[config.mk]
export PLATFORM = sky130hd
export DESIGN_NAME = mpt_pwm_timer
export DESIGN_NICKNAME = d
export VERILOG_FILES = /design/src/hdl/mpt_pwm_timer.v /design/src/hdl/mpt_prescaler.v /design/src/hdl/mpt_channel.v
export VERILOG_INCLUDE_DIRS = /design/src /design/src/hdl
export SDC_FILE = /design/constraint.sdc
export NUM_CORES = 1
export LEC_CHECK = 0
export ABC_AREA = 1
export BUFFER_PORTS_ARGS = -buffer_cell sky130_fd_sc_hd__buf_2
export CORE_MARGIN = 8
export CORE_UTILIZATION = 40
export DETAILED_ROUTE_END_ITERATION = 10
export GPL_TIMING_DRIVEN = 0
export RECOVER_POWER = 25
export SETUP_SLACK_MARGIN = 0.2
export SLEW_MARGIN = 0
export SYNTH_ARGS = -nofsm -noshare
export SYNTH_HDL_FRONTEND = slang
export SYNTH_HIERARCHICAL = 1
export SYNTH_SLANG_ARGS = --single-unit
[constraint.sdc]
create_clock -name pclk -period 1.98 [get_ports pclk]
set_clock_uncertainty 0.2 [all_clocks]
set_input_delay 0.099 -clock pclk [delete_from_list [all_inputs] [get_ports pclk]]
set_output_delay 0.099 -clock pclk [all_outputs]
set_load 0.005 [all_outputs]
[src/hdl/mpt_regs.vh]
`ifndef MPT_REGS_VH
`define MPT_REGS_VH

// ==========================================================
// register offsets
`define MPT_OFF_PRESCALE 8'h00
`define MPT_OFF_DIVIDER  8'h04
`define MPT_OFF_CONTROL  8'h08
// per-timer block n at 8'h10 * (n + 1)
`define MPT_CH_CBUF      2'h0
`define MPT_CH_MBUF      2'h1
`define MPT_CH_OBS       2'h2

// ==========================================================
// fields
`define MPT_PRE0_LSB     0
`define MPT_PRE1_LSB     8
`define MPT_DZ_LSB       16
`define MPT_DIV_W        4
`define MPT_CTL_W        4
`define MPT_CTL_START    0
`define MPT_CTL_MANUAL   1
`define MPT_CTL_INVERT   2
`define MPT_CTL_AUTO     3
`define MPT_CTL_DZ_EN    20
`define MPT_DIV_EXT_MIN  4'h4

// ==========================================================
// reset values
`define MPT_RST_PRESCALE 24'h000000
`define MPT_RST_DIVIDER  20'h00000
`define MPT_RST_CONTROL  21'h000000
`define MPT_RST_BUF      16'h0000

`endif

[src/hdl/mpt_pwm_timer.v]
// The implementer's own choices: the register addresses and the APB slave port.
`timescale 1ns/1ps
`default_nettype none
`include "mpt_regs.vh"
module mpt_pwm_timer #(
  parameter NT = 5,
  parameter W  = 16
) (
  input  wire        pclk,
  input  wire        presetn,
  input  wire        psel,
  input  wire        penable,
  input  wire        pwrite,
  input  wire [7:0]  paddr,
  input  wire [31:0] pwdata,
  output reg  [31:0] prdata,
  output wire        pready,
  output reg         pslverr,
  input  wire [1:0]  external_timer_clock_input,
  output reg  [3:0]  timer_output,
  output wire [4:0]  timer_irq
);
  // ==========================================================
  // registers
  reg  [23:0]     pre_cfg_r;
  reg  [19:0]     div_cfg_r;
  reg  [20:0]     ctl_r;
  reg  [W-1:0]    cbuf_r [0:NT-1];
  reg  [W-1:0]    mbuf_r [0:NT-1];
  reg  [31:0]     rd_nxt;
  reg             err_nxt;
  reg             ch_hit;
  reg  [2:0]      chn;
  wire [NT*W-1:0] cnt_flat;
  wire [NT-1:0]   ch_out;
  wire [3:0]      tap0;
  wire [3:0]      tap1;
  wire [1:0]      ext_tick;
  wire            setup;
  wire            wr_en;
  integer         i;

  // ==========================================================
  // apb slave: zero wait states; read data latched in setup
  assign pready = 1'b1;
  assign setup  = psel & ~penable;
  assign wr_en  = psel & penable & pwrite & ~pslverr;

  always @* begin
    rd_nxt  = 32'h0;
    err_nxt = 1'b0;
    chn     = paddr[6:4] - 3'h1;
    ch_hit  = ~paddr[7] & (paddr[6:4] >= 3'h1) & (paddr[6:4] <= 3'h5);
    if (paddr[1:0] != 2'h0) begin
      err_nxt = 1'b1;
    end else if (paddr == `MPT_OFF_PRESCALE) begin
      rd_nxt = {8'h0, pre_cfg_r};
    end else if (paddr == `MPT_OFF_DIVIDER) begin
      rd_nxt = {12'h0, div_cfg_r};
    end else if (paddr == `MPT_OFF_CONTROL) begin
      rd_nxt = {11'h0, ctl_r};
    end else if (ch_hit) begin
      case (paddr[3:2])
        `MPT_CH_CBUF: begin
          rd_nxt = {16'h0, cbuf_r[chn]};
        end
        `MPT_CH_MBUF: begin
          rd_nxt = {16'h0, mbuf_r[chn]};
        end
        `MPT_CH_OBS: begin
          rd_nxt = {16'h0, cnt_flat[{chn, 4'h0} +: W]};
        end
        default: begin
          err_nxt = 1'b1;
        end
      endcase
    end else begin
      err_nxt = 1'b1;
    end
  end

  always @(posedge pclk or negedge presetn) begin
    if (!presetn) begin
      prdata  <= 32'h0;
      pslverr <= 1'b0;
    end else if (setup) begin
      prdata  <= pwrite ? 32'h0 : rd_nxt;
      pslverr <= err_nxt;
    end
  end

  // ==========================================================
  // register writes
  always @(posedge pclk or negedge presetn) begin
    if (!presetn) begin
      pre_cfg_r <= `MPT_RST_PRESCALE;
      div_cfg_r <= `MPT_RST_DIVIDER;
      ctl_r     <= `MPT_RST_CONTROL;
      for (i = 0; i < NT; i = i + 1) begin
        cbuf_r[i] <= `MPT_RST_BUF;
        mbuf_r[i] <= `MPT_RST_BUF;
      end
    end else if (wr_en) begin
      if (paddr == `MPT_OFF_PRESCALE) begin
        pre_cfg_r <= pwdata[23:0];
      end else if (paddr == `MPT_OFF_DIVIDER) begin
        div_cfg_r <= pwdata[19:0];
      end else if (paddr == `MPT_OFF_CONTROL) begin
        ctl_r <= pwdata[20:0];
      end else if (ch_hit && paddr[3:2] == `MPT_CH_CBUF) begin
        cbuf_r[chn] <= pwdata[W-1:0];
      end else if (ch_hit && paddr[3:2] == `MPT_CH_MBUF) begin
        mbuf_r[chn] <= pwdata[W-1:0];
      end
    end
  end

  // ==========================================================
  // prescalers
  mpt_prescaler u_pre0 (
    .pclk     (pclk),
    .presetn  (presetn),
    .pre_val  (pre_cfg_r[`MPT_PRE0_LSB +: 8]),
    .ext_clk  (external_timer_clock_input[0]),
    .tap_tick (tap0),
    .ext_tick (ext_tick[0])
  );

  mpt_prescaler u_pre1 (
    .pclk     (pclk),
    .presetn  (presetn),
    .pre_val  (pre_cfg_r[`MPT_PRE1_LSB +: 8]),
    .ext_clk  (external_timer_clock_input[1]),
    .tap_tick (tap1),
    .ext_tick (ext_tick[1])
  );

  // ==========================================================
  // timer channels
  genvar g;
  generate
    for (g = 0; g < NT; g = g + 1) begin : g_ch
      wire [3:0] sel;
      wire [3:0] taps;
      wire       ext;
      wire       tick;
      wire [3:0] ctl;
      assign sel  = div_cfg_r[g*`MPT_DIV_W +: `MPT_DIV_W];
      assign taps = (g < 2) ? tap0 : tap1;
      assign ext  = (g < 2) ? ext_tick[0] : ext_tick[1];
      assign tick = (sel >= `MPT_DIV_EXT_MIN) ? ext : taps[sel[1:0]];
      assign ctl  = ctl_r[g*`MPT_CTL_W +: `MPT_CTL_W];
      mpt_channel #(
        .W (W)
      ) u_ch (
        .pclk     (pclk),
        .presetn  (presetn),
        .tick     (tick),
        .start    (ctl[`MPT_CTL_START]),
        .manual   (ctl[`MPT_CTL_MANUAL]),
        .auto_rel (ctl[`MPT_CTL_AUTO]),
        .invert   (ctl[`MPT_CTL_INVERT]),
        .cnt_buf  (cbuf_r[g]),
        .cmp_buf  (mbuf_r[g]),
        .count    (cnt_flat[g*W +: W]),
        .out      (ch_out[g]),
        .irq      (timer_irq[g])
      );
    end
  endgenerate

  // ==========================================================
  // dead zone on timer 0
  // gap counted in pclk cycles, so its length of dead zone value + 1 cycles does not follow the tick rate
  reg       dz_lvl_r;
  reg [7:0] dz_cnt_r;
  wire      dz_en;

  assign dz_en = ctl_r[`MPT_CTL_DZ_EN];

  always @(posedge pclk or negedge presetn) begin
    if (!presetn) begin
      dz_lvl_r     <= 1'b0;
      dz_cnt_r     <= 8'h00;
      timer_output <= 4'h0;
    end else begin
      if (ch_out[0] != dz_lvl_r) begin
        dz_lvl_r <= ch_out[0];
        dz_cnt_r <= pre_cfg_r[`MPT_DZ_LSB +: 8];
      end else if (dz_cnt_r != 8'h00) begin
        dz_cnt_r <= dz_cnt_r - 8'h01;
      end
      // during the gap neither side is on
      if (dz_en) begin
        timer_output[0] <= dz_lvl_r & (dz_cnt_r == 8'h00) & (ch_out[0] == dz_lvl_r);
        timer_output[1] <= ~dz_lvl_r & (dz_cnt_r == 8'h00) & (ch_out[0] == dz_lvl_r);
      end else begin
        timer_output[1:0] <= ch_out[1:0];
      end
      timer_output[3:2] <= ch_out[3:2];
    end
  end
endmodule
`default_nettype wire

[src/hdl/mpt_prescaler.v]
`timescale 1ns/1ps
`default_nettype none
module mpt_prescaler (
  input  wire       pclk,
  input  wire       presetn,
  input  wire [7:0] pre_val,
  input  wire       ext_clk,
  output reg  [3:0] tap_tick,
  output reg        ext_tick
);
  reg [7:0] pcnt_r;
  reg [3:0] dcnt_r;
  reg       ext_d_r;
  wire      pre_tick;

  // ==========================================================
  // prescaler: one pulse every pre_val+1 clocks
  // >= keeps the counter from running away when pre_val shrinks
  assign pre_tick = (pcnt_r >= pre_val);

  always @(posedge pclk or negedge presetn) begin
    if (!presetn) begin
      pcnt_r   <= 8'h00;
      dcnt_r   <= 4'h0;
      ext_d_r  <= 1'b0;
      tap_tick <= 4'h0;
      ext_tick <= 1'b0;
    end else begin
      pcnt_r   <= pre_tick ? 8'h00 : pcnt_r + 8'h01;
      ext_d_r  <= ext_clk;
      ext_tick <= ext_clk & ~ext_d_r;
      if (pre_tick) begin
        dcnt_r <= dcnt_r + 4'h1;
      end
      // taps: /2 /4 /8 /16 of the prescaler output
      tap_tick[0] <= pre_tick & dcnt_r[0];
      tap_tick[1] <= pre_tick & (&dcnt_r[1:0]);
      tap_tick[2] <= pre_tick & (&dcnt_r[2:0]);
      tap_tick[3] <= pre_tick & (&dcnt_r[3:0]);
    end
  end
endmodule
`default_nettype wire

[src/hdl/mpt_channel.v]
`timescale 1ns/1ps
`default_nettype none
module mpt_channel #(
  parameter W = 16
) (
  input  wire         pclk,
  input  wire         presetn,
  input  wire         tick,
  input  wire         start,
  input  wire         manual,
  input  wire         auto_rel,
  input  wire         invert,
  input  wire [W-1:0] cnt_buf,
  input  wire [W-1:0] cmp_buf,
  output reg  [W-1:0] count,
  output reg          out,
  output reg          irq
);
  reg [W-1:0] cmp_r;
  reg         raw_r;
  reg         start_d_r;
  wire        start_rise;
  wire [W-1:0] dec;

  assign start_rise = start & ~start_d_r;
  assign dec        = count - {{(W-1){1'b0}}, 1'b1};

  always @(posedge pclk or negedge presetn) begin
    if (!presetn) begin
      count     <= {W{1'b0}};
      cmp_r     <= {W{1'b0}};
      raw_r     <= 1'b0;
      start_d_r <= 1'b0;
      out       <= 1'b0;
      irq       <= 1'b0;
    end else begin
      start_d_r <= start;
      irq       <= 1'b0;
      // inverter acts on the pin even while stopped
      out       <= raw_r ^ invert;
      if (manual) begin
        count <= cnt_buf;
        cmp_r <= cmp_buf;
        raw_r <= (cnt_buf <= cmp_buf);
      end else if (start_rise && count == {W{1'b0}}) begin
        count <= cnt_buf;
        cmp_r <= cmp_buf;
        raw_r <= (cnt_buf <= cmp_buf);
      end else if (start && tick) begin
        if (count == {W{1'b0}}) begin
          if (auto_rel) begin
            // buffers reach the live registers here, on a manual load and on a start from zero
            count <= cnt_buf;
            cmp_r <= cmp_buf;
            raw_r <= (cnt_buf <= cmp_buf);
          end
        end else begin
          count <= dec;
          if (dec == cmp_r) begin
            raw_r <= 1'b1;
          end
          if (dec == {W{1'b0}}) begin
            irq <= 1'b1;
          end
        end
      end
    end
  end
endmodule
`default_nettype wire

==> impl_metrics.csv <==
group,metric,value,unit
status,outcome,"finished, violations left",
status,violations,"hold timing, slew limit, setup timing",
floorplan,initial_utilization,40.2,%
layout,drive_gt1_share,35.2,%
power_and_ir_drop,pwr-share-comb,41.6,%
power_and_ir_drop,p_sw,0.0149,W
timing,rsz0062_at_grt,"yes",
clock_tree,cts-root-buf,"clkbuf_16",
timing,finalSetupTns,-44.20,ns
synthesis,yosysWarnings,6,
power_and_ir_drop,ir_worst_vdd,0.000705,V
power_and_ir_drop,internal_power,0.0221,W
global_route,grt_usage,28.5,%
power_and_ir_drop,power.total,0.0370,W
timing,fmax,411,MHz
timing,finalHoldViolCount,55,
detailed_routing,drc,0,
floorplan,ioPinCount,90,
power_and_ir_drop,powerDensity,938,nW/um2
detailed_routing,firstDrtPassIters,6,
placement,port_buffers,72,
critical_path,cpMostUsedCell,"nand2_1",
synthesis,synth_area,28000,um2
power_and_ir_drop,switching_share,40.2,%
synthesis,avgSynthCellArea,7.28,um2
critical_path,path_cells,"inv_2 -> nor2_2 -> o32ai_2 -> nand2_1 -> o21ai_4 -> nand2_2 -> nor3b_2 -> nand2_1 -> nor2_1 -> nand2_1 -> nor4_2 -> nand3_1 -> nor2_2",
timing,setup_viol,266,
critical_path,critPathLaunchType,"register",
timing,worstMarginPinSlew,1.50,ns
critical_path,cpPeakStageDelay,0.41,ns
clock_tree,cts.sinks,461,
critical_path,crit_start,"div_cfg_r[8]",
clock_tree,postCtsHoldBufs,35,
detailed_routing,wl,118,mm
detailed_routing,vias_per_cell,5.55,
global_route,grt_antenna_before_repair,4,
critical_path,cp_max_fo,4,
critical_path,arrival,2.77,ns
global_route,grt_pass1_vias,27362,
global_route,grt_max_degree,122,
power_and_ir_drop,p_leak,19.0,nW
floorplan,coreArea,69800,um2
run,max-cap-violations,0,
critical_path,end_kind,"register",
placement,dpl_cell_area,30500,um2
power_and_ir_drop,p_clk_share,29.9,%
clock_tree,cts_tree,"done",
placement,gp_congestion,1.02,
global_route,grt.overflow.total,0,
timing,min_period,2.44,ns
clock_tree,clockBufferDepth,3,
global_route,grt_pass1_wl,171,mm
critical_path,worstSetupPathType,"register to register",
floorplan,die_w,281,um
power_and_ir_drop,power.sequential.fraction,28.6,%
clock_tree,clk_pin_slew,0.06,ns
timing,finalCritPeriodShare,123,%
layout,fin_nets,4486,
floorplan,dieArea,78800,um2
clock_tree,clkLatencyLatePin,0.64,ns
layout,area_growth,40.6,%
synthesis,syn_inst,3851,
clock_tree,htreeDepth,2,
detailed_routing,wl_per_cell,22.2,um
timing,setup_ws,-0.456,ns
detailed_routing,detail-route-antenna-nets,0,
critical_path,crit_slowest_cell,"dfrtp_1",
critical_path,rr_startpoint,"div_cfg_r[8]",
detailed_routing,vias,29527,
placement,dp_hpwl,83.1,mm
floorplan,rows,97,
critical_path,critical_path_required,2.32,ns
timing,holdWs,-0.360,ns
detailed_routing,drtIter0Drc,3260,
layout,finalInstanceArea,39400,um2
placement,place_ws,-1.17,ns
min_path,min_path_type,"primary input to asynchronous set/reset pin",
clock_tree,cts_buffers,54,
floorplan,die_y,281,um
timing,slew_headroom,-0.188,%
timing,slew_violations,43,
==> worst max-delay path: cells and delay by family, from the launching register on <==
kind            cells  cell delay [ns]
compound gates      2             0.37
buf+inv             1             0.08
flops               1             0.41
simple gates       10             1.27
==> repair_timing <==
action / in CTS / in global routing
gates resized for setup: 581 / 697
pin swaps: 114 / 175
endpoints found under the hold margin: 244 / 128
endpoints found under the setup margin: 425 / 431
setup buffers: 149 / 116
cloned: 24 / 20
==> layout by cell type, fill, tap and decap left out, types with 9 or more instances in the layout <==
cell	n
nand3b_1	22
inv_2	34
nand2_1	1032
a21oi_1	55
ha_4	21
nand4_1	28
nand2_4	89
inv_4	10
dlygate4sd3_1	33
nand3_2	83
nor2_1	132
buf_16	10
nor2_4	64
buf_8	30
dfrtp_1	358
nand2_2	245
conb_1	9
buf_2	74
nand3_1	279
ha_1	83
dfrtp_2	103
nor2_2	73
buf_4	197
o211ai_1	54
clkbuf_2	28
buf_6	129
buf_12	24
xnor2_1	9
xor2_1	27
nand3_4	27
o21ai_1	150
a31oi_1	14
clkbuf_8	23
o21ai_0	158
o21ai_2	105
clkbuf_1	45
inv_1	316
clkbuf_16	72
==> per-layer routing <==
layer / global-route usage, % / wire length [um] / up-vias
li1: - / - / 13534
met5: 0 / 8 / -
met4: 12.3 / 5930 / 2
met2: 44.4 / 53100 / 1432
met3: 5.23 / 10100 / 315
met1: 38.6 / 49100 / 14244
==> metrics by stage <==
| step | std cells | hold WS, ns | util (%) |
|---|---|---|---|
| 3_5_place_dp | 4874 | -0.139 | 43.7 |
| 5_1_grt | 5318 | -0.231 | 56.5 |
| 4_1_cts | 5182 | -0.790 | 51.6 |
| 3_3_place_gp | 4870 | 0.0213 | 43.5 |
| 6_report | 5321 | -0.360 | 56.5 |
| 2_1_floorplan | 3858 | -0.397 | - |
==> power by group through the flow <==
stage | combinational [W] | clock [W] | sequential, W
floorplan | 0.00829 | 0 | 0.0104
global placement | 0.0113 | 0 | 0.0107
detailed placement | 0.0114 | 0 | 0.0107
CTS | 0.0136 | 0.0112 | 0.0105
global route | 0.0167 | 0.0116 | 0.0106
finish | 0.0154 | 0.0110 | 0.0106
==> path summary, 6_finish.rpt <==
| kind | to | slack (ns) | depth (start not counted) |
|---|---|---|---|
| max | g_ch[2].u_ch/irq | -0.46 | 13 |
| min in group pclk | cbuf_r[15] | -0.01 | 6 |
| min | g_ch[2].u_ch/count[8] | -0.36 | 1 |
| max in group asynchronous | cbuf_r[65] | -0.10 | 4 |
| min reg2reg | timer_output[3] | 0.15 | 0 |
| max reg2reg | g_ch[2].u_ch/irq | -0.46 | 13 |
==> final cells by class <==
cell class              count  area (um2)
fillers                  6330       30400
multi-input cells        2854       17500
flip-flops and latches    461       11700
repair buffers            419        4060
plain buffers             178        1660
clock buffers              78        1630
inverters                 366        1430
well taps                 940        1180
clock inverters            22         340
diodes                      3        7.51
==> registers in the layout, indices dropped and copies added, names as in the netlist, 4 cells and up <==
name	count
div_cfg_r	20
pre_cfg_r	24
u_pre0/tap_tick	4
ctl_r	21
u_pre1/pcnt_r	8
g_ch.u_ch/out	4
u_pre1/dcnt_r	4
u_pre0/pcnt_r	8
timer_output	4
g_ch.u_ch/irq	5
prdata	24
g_ch.u_ch/start_d_r	5
g_ch.u_ch/cmp_r	64
mbuf_r	80
cbuf_r	80
dz_cnt_r	8
u_pre1/tap_tick	4
g_ch.u_ch/raw_r	4
u_pre0/dcnt_r	4
g_ch.u_ch/count	80
Note: power is estimated with default switching activity, not from simulation.
